$ cat config.mk
export PLATFORM = sky130hd
export DESIGN_NAME = slo_top
export DESIGN_NICKNAME = d
export VERILOG_FILES = /design/src/core/slo_pkg.sv /design/src/core/slo_top.sv
export VERILOG_INCLUDE_DIRS = /design/src /design/src/core
export SDC_FILE = /design/constraint.sdc
export NUM_CORES = 1
export LEC_CHECK = 0
export BUFFER_PORTS_ARGS = -buffer_cell sky130_fd_sc_hd__buf_4
export CAP_MARGIN = 10
export CELL_PAD_IN_SITES_DETAIL_PLACEMENT = 1
export CELL_PAD_IN_SITES_GLOBAL_PLACEMENT = 2
export CORE_ASPECT_RATIO = 1.4
export CORE_MARGIN = 3
export CORE_UTILIZATION = 34
export CTS_CLUSTER_DIAMETER = 40
export DETAILED_ROUTE_END_ITERATION = 10
export PLACE_DENSITY = 0.83
export SYNTH_ARGS = -nofsm -noshare
export SYNTH_HDL_FRONTEND = slang
export SYNTH_SLANG_ARGS = --single-unit
export TNS_END_PERCENT = 50
$ cat constraint.sdc
create_clock -name aclk -period 5 [get_ports aclk]
set_input_delay 0.25 -clock aclk [delete_from_list [all_inputs] [get_ports aclk]]
set_output_delay 0.25 -clock aclk [all_outputs]
set_load 0.05 [all_outputs]
$ cat src/core/slo_consts.svh
`ifndef SLO_CONSTS_SVH
`define SLO_CONSTS_SVH

// ----------------------------------------------------------------
// Register indices (byte address = page base + 4 * index)
// ----------------------------------------------------------------
`define SLO_IDX_DEEMPH_L1 8'h12
`define SLO_IDX_DEEMPH_L0 8'h13
`define SLO_IDX_DEEMPH_L2 8'h14
`define SLO_IDX_DEEMPH_L3 8'h15
`define SLO_IDX_SER_MULT 8'h16
`define SLO_IDX_OVR_ROUTE 8'h1A
`define SLO_IDX_SWING_OVR 8'h1B
`define SLO_IDX_LANE_MODE 8'h01
`define SLO_IDX_LANE_MERGE 8'h16
`define SLO_IDX_MAP_LOW 8'h31
`define SLO_IDX_MAP_HIGH 8'h32
`define SLO_IDX_STATUS 8'h00
// ----------------------------------------------------------------
// Page bases (byte address bits 11:10)
// ----------------------------------------------------------------
`define SLO_PAGE_ANALOG 2'h0
`define SLO_PAGE_DIGITAL 2'h1
`define SLO_PAGE_STATUS 2'h2
// ----------------------------------------------------------------
// Field positions
// ----------------------------------------------------------------
`define SLO_POS_DEEMPH 2
`define SLO_POS_MERGE 5
`define SLO_POS_ROUTE 1
`define SLO_POS_SWING 5
`define SLO_POS_OVR_EN 3
`define SLO_POS_FILTER 3
// ----------------------------------------------------------------
// Reset values and codes
// ----------------------------------------------------------------
`define SLO_RST_DEEMPH 6'h00
`define SLO_RST_MULT 2'h0
`define SLO_RST_SWING 3'h0
`define SLO_RST_MAP 8'h00
`define SLO_RST_MODE 3'h1
`define SLO_RST_FILTER 3'h0
`define SLO_MULT_20X 2'h0
`define SLO_MULT_40X 2'h2
`define SLO_MODE_FOUR 3'h1
`define SLO_MODE_TWO 3'h2
`define SLO_MODE_TWO_ONLY 3'h4
`define SLO_FILT_DEC4 3'h4
`define SLO_FILT_DEC2 3'h6
`define SLO_FILT_DEC4_IQ 3'h7
`define SLO_MERGE_FIXED 2'h2
`define SLO_LANES_FOUR 4'hF
`define SLO_LANES_TWO 4'h3
`define SLO_LANES_ONE 4'h1
`define SLO_RESP_OKAY 2'h0
`define SLO_RESP_SLVERR 2'h2

`endif

$ cat src/core/slo_pkg.sv
package slo_pkg;
  // Lane configuration handed to the serializer and driver
  typedef struct packed {
    logic [3:0][5:0] deemph;  // Lane 3..0 de-emphasis levels
    logic [2:0] swing;        // Output amplitude select
    logic [1:0] mult;         // Serializer multiplier select
    logic [3:0] lane_en;      // Active output lanes
    logic merge;              // Both channels on one lane
    logic [15:0] map;         // Stream to lane map, high:low
    logic map_bad;            // Map held outside its modes
    logic mismatch;           // Multiplier disagrees with mode
  } slo_cfg_t;
endpackage

$ cat src/core/slo_top.sv
`include "slo_consts.svh"

// Overview of operation
// - Merge plus decimate-by-4 puts both channels on one lane
// - Merge cleared gives each channel its lane
// - Two eight-bit stream-to-lane map registers
// - Six-bit de-emphasis level per lane
// - Multiplier code 00 is 20X, 10 is 40X
// - Route bit needs override enable for pin
// - Override enable with route bit puts overrange flag on pin
// - Three-bit amplitude select for all lanes
// - Lane-count mode 001 four lanes, 010 two
module slo_top (
  input wire logic aclk,                // System clock
  input wire logic aresetn,             // Synchronous reset
  input wire logic ce,                  // Clock enable
  input wire logic [11:0] awaddr,       // Write address
  input wire logic awvalid,             // Write address valid
  output logic awready,                 // Write address ready
  input wire logic [31:0] wdata,        // Write data
  input wire logic [3:0] wstrb,         // Write strobes
  input wire logic wvalid,              // Write data valid
  output logic wready,                  // Write data ready
  output logic [1:0] bresp,             // Write response
  output logic bvalid,                  // Write response valid
  input wire logic bready,              // Write response ready
  input wire logic [11:0] araddr,       // Read address
  input wire logic arvalid,             // Read address valid
  output logic arready,                 // Read address ready
  output logic [31:0] rdata,            // Read data
  output logic [1:0] rresp,             // Read response
  output logic rvalid,                  // Read data valid
  input wire logic rready,              // Read data ready
  input wire logic fast_overrange_flag, // Channel A overrange
  input wire logic powerdown_pin_in,    // Normal power-down level
  output logic powerdown_pin_out,       // Level driven on pin
  output slo_pkg::slo_cfg_t cfg         // Lane configuration
);
  import slo_pkg::*;

  // ----------------------------------------------------------------
  // Configuration storage
  // ----------------------------------------------------------------
  logic [3:0][5:0] deemph_q;
  logic [1:0] mult_q;
  logic route_q;
  logic ovr_en_q;
  logic [2:0] swing_q;
  logic merge_q;
  logic [7:0] map_lo_q;
  logic [7:0] map_hi_q;
  logic [2:0] filter_q;
  logic [2:0] mode_q;

  // ----------------------------------------------------------------
  // Bus handshake state
  // ----------------------------------------------------------------
  logic [11:0] aw_addr_q;
  logic [7:0] w_byte_q;
  logic w_lane0_q;
  logic aw_full_q;
  logic w_full_q;
  slo_cfg_t cfg_d;

  // Write completes once both halves are held and no answer pends
  wire do_wr = ce & aw_full_q & w_full_q & ~bvalid;
  wire aw_hs = ce & awvalid & awready;
  wire w_hs = ce & wvalid & wready;
  wire b_hs = ce & bvalid & bready;
  wire ar_hs = ce & arvalid & arready;
  wire r_hs = ce & rvalid & rready;

  // Write decode
  wire [1:0] wpg = aw_addr_q[11:10];
  wire [7:0] widx = aw_addr_q[9:2];
  wire wan = wpg == `SLO_PAGE_ANALOG;
  wire wdg = wpg == `SLO_PAGE_DIGITAL;
  wire wr_en = do_wr & w_lane0_q;
  wire wr_l1 = wr_en & wan & (widx == `SLO_IDX_DEEMPH_L1);
  wire wr_l0 = wr_en & wan & (widx == `SLO_IDX_DEEMPH_L0);
  wire wr_l2 = wr_en & wan & (widx == `SLO_IDX_DEEMPH_L2);
  wire wr_l3 = wr_en & wan & (widx == `SLO_IDX_DEEMPH_L3);
  wire wr_mult = wr_en & wan & (widx == `SLO_IDX_SER_MULT);
  wire wr_route = wr_en & wan & (widx == `SLO_IDX_OVR_ROUTE);
  wire wr_swing = wr_en & wan & (widx == `SLO_IDX_SWING_OVR);
  wire wr_mode = wr_en & wdg & (widx == `SLO_IDX_LANE_MODE);
  wire wr_merge = wr_en & wdg & (widx == `SLO_IDX_LANE_MERGE);
  wire wr_mlo = wr_en & wdg & (widx == `SLO_IDX_MAP_LOW);
  wire wr_mhi = wr_en & wdg & (widx == `SLO_IDX_MAP_HIGH);
  wire wr_hit = wr_l1 | wr_l0 | wr_l2 | wr_l3 | wr_mult | wr_route
              | wr_swing | wr_mode | wr_merge | wr_mlo | wr_mhi;
  wire [7:0] wb = w_byte_q;

  // Read decode
  wire [1:0] rpg = araddr[11:10];
  wire [7:0] ridx = araddr[9:2];
  wire ran = rpg == `SLO_PAGE_ANALOG;
  wire rdg = rpg == `SLO_PAGE_DIGITAL;
  wire rst_hit = (rpg == `SLO_PAGE_STATUS) & (ridx == `SLO_IDX_STATUS);
  wire rh_l1 = ran & (ridx == `SLO_IDX_DEEMPH_L1);
  wire rh_l0 = ran & (ridx == `SLO_IDX_DEEMPH_L0);
  wire rh_l2 = ran & (ridx == `SLO_IDX_DEEMPH_L2);
  wire rh_l3 = ran & (ridx == `SLO_IDX_DEEMPH_L3);
  wire rh_mult = ran & (ridx == `SLO_IDX_SER_MULT);
  wire rh_route = ran & (ridx == `SLO_IDX_OVR_ROUTE);
  wire rh_swing = ran & (ridx == `SLO_IDX_SWING_OVR);
  wire rh_mode = rdg & (ridx == `SLO_IDX_LANE_MODE);
  wire rh_merge = rdg & (ridx == `SLO_IDX_LANE_MERGE);
  wire rh_mlo = rdg & (ridx == `SLO_IDX_MAP_LOW);
  wire rh_mhi = rdg & (ridx == `SLO_IDX_MAP_HIGH);
  wire rd_hit = rh_l1 | rh_l0 | rh_l2 | rh_l3 | rh_mult | rh_route
              | rh_swing | rh_mode | rh_merge | rh_mlo | rh_mhi | rst_hit;

  // Read data; reserved bits read as their fixed values
  wire [7:0] rd_byte =
      rh_l1 ? {deemph_q[1], 2'h0} :
      rh_l0 ? {deemph_q[0], 2'h0} :
      rh_l2 ? {deemph_q[2], 2'h0} :
      rh_l3 ? {deemph_q[3], 2'h0} :
      rh_mult ? {6'h00, mult_q} :
      rh_route ? {6'h00, route_q, 1'b0} :
      rh_swing ? {swing_q, 1'b0, ovr_en_q, 3'h0} :
      rh_mode ? {2'h0, filter_q, mode_q} :
      rh_merge ? {`SLO_MERGE_FIXED, merge_q, 5'h00} :
      rh_mlo ? map_lo_q :
      rh_mhi ? map_hi_q :
      rst_hit ? {4'h0, cfg.lane_en} & 8'h0F | {cfg.mismatch, cfg.map_bad,
                cfg.merge, 5'h00} :
      8'h00;

  // ----------------------------------------------------------------
  // Lane configuration logic
  // ----------------------------------------------------------------
  wire dec4 = (filter_q == `SLO_FILT_DEC4) | (filter_q == `SLO_FILT_DEC4_IQ);
  wire dec2 = filter_q == `SLO_FILT_DEC2;
  wire merge_on = merge_q & dec4;
  // Four-lane mode pairs with 20X, two-lane modes with 40X
  wire mode_four = mode_q == `SLO_MODE_FOUR;
  wire mode_two = (mode_q == `SLO_MODE_TWO) | (mode_q == `SLO_MODE_TWO_ONLY);
  wire mult_ok = (mode_four & (mult_q == `SLO_MULT_20X))
               | (mode_two & (mult_q == `SLO_MULT_40X));
  // Map only steers lanes in decimating modes; zero keeps natural order
  wire map_set = (map_lo_q != `SLO_RST_MAP) | (map_hi_q != `SLO_RST_MAP);
  wire map_use = (dec2 | dec4) & map_set;
  wire [3:0] lanes =
      merge_on ? `SLO_LANES_ONE :
      mode_four ? `SLO_LANES_FOUR :
      `SLO_LANES_TWO;
  // Pin is handed over only when both route and enable are set
  wire pin_ovr = route_q & ovr_en_q;

  // Next configuration word
  always_comb
  begin
    cfg_d = cfg;
    cfg_d.deemph = deemph_q;
    cfg_d.swing = swing_q;
    cfg_d.mult = mult_q;
    cfg_d.lane_en = lanes;
    cfg_d.merge = merge_on;
    cfg_d.map = map_use ? {map_hi_q, map_lo_q} : 16'h0000;
    cfg_d.map_bad = map_set & ~(dec2 | dec4);
    cfg_d.mismatch = ~mult_ok;
  end

  // ----------------------------------------------------------------
  // Register writes; reserved bits are never stored
  // ----------------------------------------------------------------
  always_ff @(posedge aclk)
  begin
    if (!aresetn)
    begin
      deemph_q <= {4{`SLO_RST_DEEMPH}};
      mult_q <= `SLO_RST_MULT;
      route_q <= 1'b0;
      ovr_en_q <= 1'b0;
      swing_q <= `SLO_RST_SWING;
      merge_q <= 1'b0;
      map_lo_q <= `SLO_RST_MAP;
      map_hi_q <= `SLO_RST_MAP;
      filter_q <= `SLO_RST_FILTER;
      mode_q <= `SLO_RST_MODE;
    end
    else
    begin
      if (wr_l1) deemph_q[1] <= wb[7:`SLO_POS_DEEMPH];
      if (wr_l0) deemph_q[0] <= wb[7:`SLO_POS_DEEMPH];
      if (wr_l2) deemph_q[2] <= wb[7:`SLO_POS_DEEMPH];
      if (wr_l3) deemph_q[3] <= wb[7:`SLO_POS_DEEMPH];
      if (wr_mult) mult_q <= wb[1:0];
      if (wr_route) route_q <= wb[`SLO_POS_ROUTE];
      if (wr_swing) swing_q <= wb[7:`SLO_POS_SWING];
      if (wr_swing) ovr_en_q <= wb[`SLO_POS_OVR_EN];
      if (wr_mode) filter_q <= wb[5:`SLO_POS_FILTER];
      if (wr_mode) mode_q <= wb[2:0];
      if (wr_merge) merge_q <= wb[`SLO_POS_MERGE];
      if (wr_mlo) map_lo_q <= wb;
      if (wr_mhi) map_hi_q <= wb;
    end
  end

  // Outputs registered so the analog side sees clean levels
  always_ff @(posedge aclk)
  begin
    if (!aresetn)
    begin
      cfg <= '0;
      powerdown_pin_out <= 1'b0;
    end
    else if (ce)
    begin
      cfg <= cfg_d;
      powerdown_pin_out <= pin_ovr ? fast_overrange_flag : powerdown_pin_in;
    end
  end

  // ----------------------------------------------------------------
  // Write channel: address and data taken in either order
  // ----------------------------------------------------------------
  always_ff @(posedge aclk)
  begin
    if (!aresetn)
    begin
      aw_full_q <= 1'b0;
      w_full_q <= 1'b0;
      aw_addr_q <= 12'h000;
      w_byte_q <= 8'h00;
      w_lane0_q <= 1'b0;
      awready <= 1'b1;
      wready <= 1'b1;
      bvalid <= 1'b0;
      bresp <= `SLO_RESP_OKAY;
    end
    else
    begin
      if (aw_hs)
      begin
        aw_full_q <= 1'b1;
        aw_addr_q <= awaddr;
        awready <= 1'b0;
      end
      if (w_hs)
      begin
        w_full_q <= 1'b1;
        w_byte_q <= wdata[7:0];
        w_lane0_q <= wstrb[0];
        wready <= 1'b0;
      end
      if (do_wr)
      begin
        aw_full_q <= 1'b0;
        w_full_q <= 1'b0;
        bvalid <= 1'b1;
        bresp <= (wr_hit | ~w_lane0_q) & (wan | wdg) ? `SLO_RESP_OKAY
                                                     : `SLO_RESP_SLVERR;
      end
      if (b_hs)
      begin
        bvalid <= 1'b0;
        awready <= 1'b1;
        wready <= 1'b1;
      end
    end
  end

  // ----------------------------------------------------------------
  // Read channel: data one cycle after the address is taken
  // ----------------------------------------------------------------
  always_ff @(posedge aclk)
  begin
    if (!aresetn)
    begin
      arready <= 1'b1;
      rvalid <= 1'b0;
      rdata <= 32'h0000_0000;
      rresp <= `SLO_RESP_OKAY;
    end
    else
    begin
      if (ar_hs)
      begin
        arready <= 1'b0;
        rvalid <= 1'b1;
        rdata <= {24'h00_0000, rd_byte};
        rresp <= rd_hit ? `SLO_RESP_OKAY : `SLO_RESP_SLVERR;
      end
      if (r_hs)
      begin
        rvalid <= 1'b0;
        arready <= 1'b1;
      end
    end
  end

  // ----------------------------------------------------------------
  // Assertions
  // ----------------------------------------------------------------
  merge_one_lane_a: assert property (@(posedge aclk) disable iff (!aresetn)
    ce && merge_q && dec4 |=> cfg.lane_en == `SLO_LANES_ONE && cfg.merge)
    else $error("merge did not select one lane");
  lane_per_chan_a: assert property (@(posedge aclk) disable iff (!aresetn)
    ce && !merge_q |=> !cfg.merge && cfg.lane_en != `SLO_LANES_ONE)
    else $error("lane merged while bit clear");
  map_write_a: assert property (@(posedge aclk) disable iff (!aresetn)
    wr_mlo |=> map_lo_q == $past(w_byte_q))
    else $error("map low not stored");
  map_normal_a: assert property (@(posedge aclk) disable iff (!aresetn)
    ce && !map_set |=> cfg.map == 16'h0000)
    else $error("reset map changed lane order");
  deemph_lane_a: assert property (@(posedge aclk) disable iff (!aresetn)
    wr_l2 ##1 ce |=> cfg.deemph[2] == $past(w_byte_q, 2) >> 2)
    else $error("de-emphasis lane 2 wrong");
  mult_check_a: assert property (@(posedge aclk) disable iff (!aresetn)
    ce && mode_four && mult_q == `SLO_MULT_40X |=> cfg.mismatch)
    else $error("multiplier mismatch missed");
  pin_normal_a: assert property (@(posedge aclk) disable iff (!aresetn)
    ce && !(route_q && ovr_en_q) |=> powerdown_pin_out == $past(powerdown_pin_in))
    else $error("pin not in normal function");
  pin_override_a: assert property (@(posedge aclk) disable iff (!aresetn)
    ce && route_q && ovr_en_q |=> powerdown_pin_out == $past(fast_overrange_flag))
    else $error("overrange not on pin");
  swing_out_a: assert property (@(posedge aclk) disable iff (!aresetn)
    ce |=> cfg.swing == $past(swing_q))
    else $error("swing not applied");
  mode_lanes_a: assert property (@(posedge aclk) disable iff (!aresetn)
    ce && mode_four && !merge_on |=> cfg.lane_en == `SLO_LANES_FOUR)
    else $error("four-lane mode not applied");
endmodule

# Word level (Yosys, flattened, before mapping)
# Index checks and enable logic that the tools add are counted.
# totals
ff_bits,147
inputBits,70
out_inout_bits,94
elab_cells,175
# classes
eq_ne,30
n_mux,18
n_bitwise,80
reduce_logical,9
# ops
op,count
"== test 8 x 5 -> 1 bit, second input constant",14
two-way mux 8 bit,12
bitwise AND 1 bit,46
"== test 8 x 6 -> 1 bit, second input constant",4
OR 1 bit,28
"== test 8 x 1 -> 1 bit, second input constant",2
two-way mux 16 bit,1
nonzero test 8 bit,2
"== test 3 bit, second input constant",4
zero test 8 bit,1
two-way mux 4 bit,2
OR 4 x 8 -> 8 bit,1
zero test 2 bit,3
OR reduction 2 bit,3
NOT 1 bit,5
"== test 2 x 1 -> 1 bit, second input constant",2
"== test 2 bit, second input constant",2
two-way mux 2 bit,2
"== test 3 x 1 -> 1 bit, second input constant",1
"== test 3 x 2 -> 1 bit, second input constant",1
two-way mux 1 bit,1

# Logic depth before layout (Yosys ltp)
# logic_depth
depth_word,19
ltp_mapped,8
depth_no_buf,6

# Worst setup path after synthesis
# No wires, ideal clock.
# synth_path
path_kind,register to register
start,reg bvalid
end,"reg deemph_q, in the netlist cfg_d[43]"
setup_ns,0.116
arrival_time_ns,1.983
required_time_ns,4.884
setup_slack_ns,2.900
stages_incl_launch_ff,8
path_buffers,1
synth_period_minus_slack_ns,2.100
cell_sequence,dfxtp_1 > nand4b_1 > nor4_2 > and3b_1 > nor2b_1 > buf_2 > mux2i_1 > nor2b_1
# synth_via
elab_chain_cells,5
# synth_lines
item,line_no,source
start: declaration,slo_top.sv:25,"output logic bvalid,"
start signal: assignment,slo_top.sv:231,bvalid <= 1'b0;
start signal: assignment,slo_top.sv:253,bvalid <= 1'b1;
start signal: assignment,slo_top.sv:259,bvalid <= 1'b0;
NOT 1 bit,slo_top.sv:66,wire do_wr = ce & aw_full_q & w_full_q & ~bvalid;
bitwise AND 1 bit,slo_top.sv:66,
bitwise AND 1 bit,slo_top.sv:78,wire wr_en = do_wr & w_lane0_q;
bitwise AND 1 bit (2 in a row),slo_top.sv:81,wire wr_l2 = wr_en & wan & (widx == `SLO_IDX_DEEMPH_L2);
end signal: assignment,slo_top.sv:173,deemph_q <= {4{`SLO_RST_DEEMPH}};
end: declaration,slo_top.sv:44,logic [3:0][5:0] deemph_q;
# No other way between the ends.
# A chain may end at the register's enable or synchronous reset.

# Worst setup path after layout
# layout_path
start,reg aw_addr_q[7]
end,"reg deemph_q, in the netlist cfg_d[44]"
# layout_via
elab_chain_cells,2
# layout_lines
item,line_no,source
start: declaration,slo_top.sv:58,logic [11:0] aw_addr_q;
start signal: assignment,slo_top.sv:239,aw_addr_q <= awaddr;
== test 8 x 5 -> 1 bit (no line),--,
bitwise AND 1 bit,slo_top.sv:81,
# No other way between the ends.

==> results by group <==
Run status
  • Status: completed

Timing
  • Worst Skew: 0.00519 ns
  • RSZ-0062 raised after global routing: false
  • Worst Tran Pin Value: 0.995 ns
  • Fin crit period: 2.83 ns
  • Final hold vios: 0
  • Setup TNS: 0 ns
  • Fmax: 354 MHz
  • Max Slew Vio Count: 0
  • Fin worst setup slack: 2.17 ns
  • Hold WS: just over 0.08 ns
  • Final setup violation count: 0
  • Max-slew headroom: between 30 and 40%
  • Final period util: 56.6%

Logic synthesis
  • Synth Cell Area: between 6000 and 7000 sq um
  • Number of synthesized flops with an enable pin: 0
  • Ys Warns: 0
  • Top area cells in the synthesized netlist: dfxtp_1 (43%), mux2i_1 (12%), nor2b_1 (12%)
  • Synth Flop Type: dfxtp_1
  • Synthesized instance count: 737
  • Synth async-reset ratio: 0%
  • Cell accounting for the most synthesized area: dfxtp_1
  • Most frequent cell after synthesis: dfxtp_1
  • Commonest cells post-synth: dfxtp_1 (142), nor2b_1 (123), mux2i_1 (82)
  • Sequential share of the synthesized area: about 43%
  • Distinct cell type count after synthesis: 60
  • Mapped Avg Cell Area: 9.03 sq um
  • Top-area cell type share of the netlist area: 42.7%
  • FF+latch count, synth: 142

Setup path
  • Worst path max stage delay: 0.72 ns
  • Worst r2r path cells: 6
  • Crit path DAT: 3.14 ns
  • Element type at the critical path end: register
  • Slowest cell on the critical path: nor2b_1
  • CP cell instances: or4b_1 -> nor4_2 -> and3b_1 -> nor2b_1 -> mux2i_1 -> nor2b_1
  • Crit Path Category: register to register
  • Worst reg2reg path endpoint: cfg_d[44]$_SDFFE_PN0P_
  • Worst-path maximum fanout: 6
  • Worst path buffer plus inverter count: 0
  • Crit path top cell by count: nor2b_1
  • CP Launch Type: register
  • WP data required: about 5.3 ns
  • Worst R2R Start: aw_addr_q[7]$_SDFFE_PN0P_
  • Flop2flop setup slack: 2.17 ns
  • CP top delay family: simple AND/OR/NAND/NOR gates

Layout
  • Fin cells: 1,073
  • P&R area growth vs syn: 21.7%
  • Share of cells above drive strength 1: between 10% and 20%
  • Ant diodes: 0
  • Final nets: 886

Route
  • DRC Markers: 0
  • Drt via density: 5.26
  • DR vias: 5,640
  • Antenna-violating nets left: 0
  • DR WL/cell: between 15 and 20 um
  • Drt initial violations: roughly 310
  • Pre-antenna DRT Iters: 4
  • Final wirelength: 20,900 um

Placement
  • Pre-CTS WS: 2.23 ns
  • Gpl congestion: 0.944
  • Dpl cells: 1,041
  • HPWL after DPL: approximately 15,000 um
  • I/O Buffers: 106

Clocking
  • Clock sink count: 142
  • # H-tree levels: 4
  • Post-CTS sizing: 0
  • Clock transition at path regs: 0.06 ns
  • Clk_lat worst skew: 0.43 ns
  • CTS Buf Count: 17
  • TritonCTS clock tree: done
  • CTS root buf: clkbuf_16
  • Post-CTS setup buffer count: 0
  • CTS hold repair buffers: 0
  • CTS Buffer Depth: 2

Power and ir drop
  • Tot Pwr: roughly 2700 uW
  • Pwr/cell area: 337 nW/um^2
  • Maximum vdd drop: 0.000209 V
  • P_leak: 0.00327 uW

Global route
  • First-pass GRT wire length: 32,700 um
  • Vias in the first global route: 5,956
  • Initial antenna violation count: 0
  • All-layer global routing usage: 19.5%
  • Largest net degree at the start of global routing: 74
  • Total global routing overflow: 0

Worst hold path
  • Cell depth of the worst min-delay path: 3
  • Hold Path End: aw_addr_q[2]$_SDFFE_PN0P_
  • Hold path startpoint: awaddr[2]
  • Hold crit path type: primary input to register

Floorplanning
  • Core ar.: ~19,000 sq um
  • Die footprint: ~21,000 sq um
  • Effective utilization at floorplan: 35.2%
  • Die Y-Extent: 172 um
  • Die width: 124 um
  • Row cnt: between 50 and 60
  • I/O pin total: ~160

Job
  • Max Cap Viol: 0
state kept, by name, indices dropped and copies added, names as in the netlist, 2 cells and up:
signal	cells
filter_q	3
mult_q	2
swing_q	3
cfg	51
map_lo_q	8
rdata	8
mode_q	3
aw_addr_q	10
cfg_d	24
map_hi_q	8
w_byte_q	8
routing by layer:
metal | global-route usage, % | part of all wire [%]
met4 | 8.58 | 3.1
met5 | 0 | 0
met2 | 35.4 | 52
met1 | 21.9 | 40
met3 | 4.41 | 4.8
metrics by stage:
step	util [%]	area, sq um
2_1_floorplan	-	6750
6_report	42.9	8100
3_5_place_dp	39.6	7490
5_1_grt	42.9	8100
4_1_cts	42.9	8100
3_3_place_gp	39.6	7490
power breakdown:
| group | switching (uW) | leakage [uW] | internal (uW) | total, uW |
|---|---|---|---|---|
| logic | 157 | 0.00183 | 73.7 | 231 |
| registers | 24.6 | 0.00115 | 1150 | 1170 |
| clock network | 497 | 0.000294 | 825 | 1320 |
| total | 679 | 0.00327 | 2050 | 2730 |
how the worst max path moves through the flow:
stage | end | startpoint | cells after the start
after floorplan | cfg_d[43]$_SDFFE_PN0P_ | bvalid$_SDFFE_PP0N_ | 7
after global placement | cfg_d[40]$_SDFFE_PN0P_ | aw_addr_q[7]$_SDFFE_PN0P_ | 6
after detailed placement | cfg_d[44]$_SDFFE_PN0P_ | aw_addr_q[7]$_SDFFE_PN0P_ | 6
after CTS | cfg_d[44]$_SDFFE_PN0P_ | aw_addr_q[7]$_SDFFE_PN0P_ | 6
after global routing | cfg_d[44]$_SDFFE_PN0P_ | aw_addr_q[7]$_SDFFE_PN0P_ | 6
final | cfg_d[44]$_SDFFE_PN0P_ | aw_addr_q[7]$_SDFFE_PN0P_ | 6
cell usage in the layout (no fill, tap or decap), types with 6 or more instances in the layout:
master     count
a21boi_0      24
a21oi_1       32
a31oi_1        6
buf_4        109
clkbuf_16     17
conb_1        26
dfxtp_1      142
inv_1          6
mux2i_1       82
nand2_1       72
nand2b_1      10
nand3_1       16
nor2_1        24
nor2b_1      123
nor3_1        10
nor4_1         7
o21ai_0       19
o22ai_1        7
cell families after synthesis:
family,count (synthesis),synth area share [%]
other,1,0.0564
flip-flops,142,42.7
XOR/XNOR,3,0.395
AND/OR/NAND/NOR,297,24.9
AO/OA/AOI/OAI,131,13.4
buffers and inverters,80,6.09
multiplexers,83,12.5
cell type report:
class	instances	area (sq um)
Fill cell	2263	10800
Multi-Input combinational cell	540	3500
Sequential cell	142	2840
Timing Repair Buffer	109	818
Clock buffer	23	478
Tap cell	244	305
Clock inverter	9	133
Inverter	6	22.5
tightest hold or removal path, delay by kind of cell:
family / cells / cell delay (ns)
buf+inv: 1 / 0.11
compound gates: 1 / 0.06
simple gates: 1 / 0.04
Power figures use the tool's default switching activity.
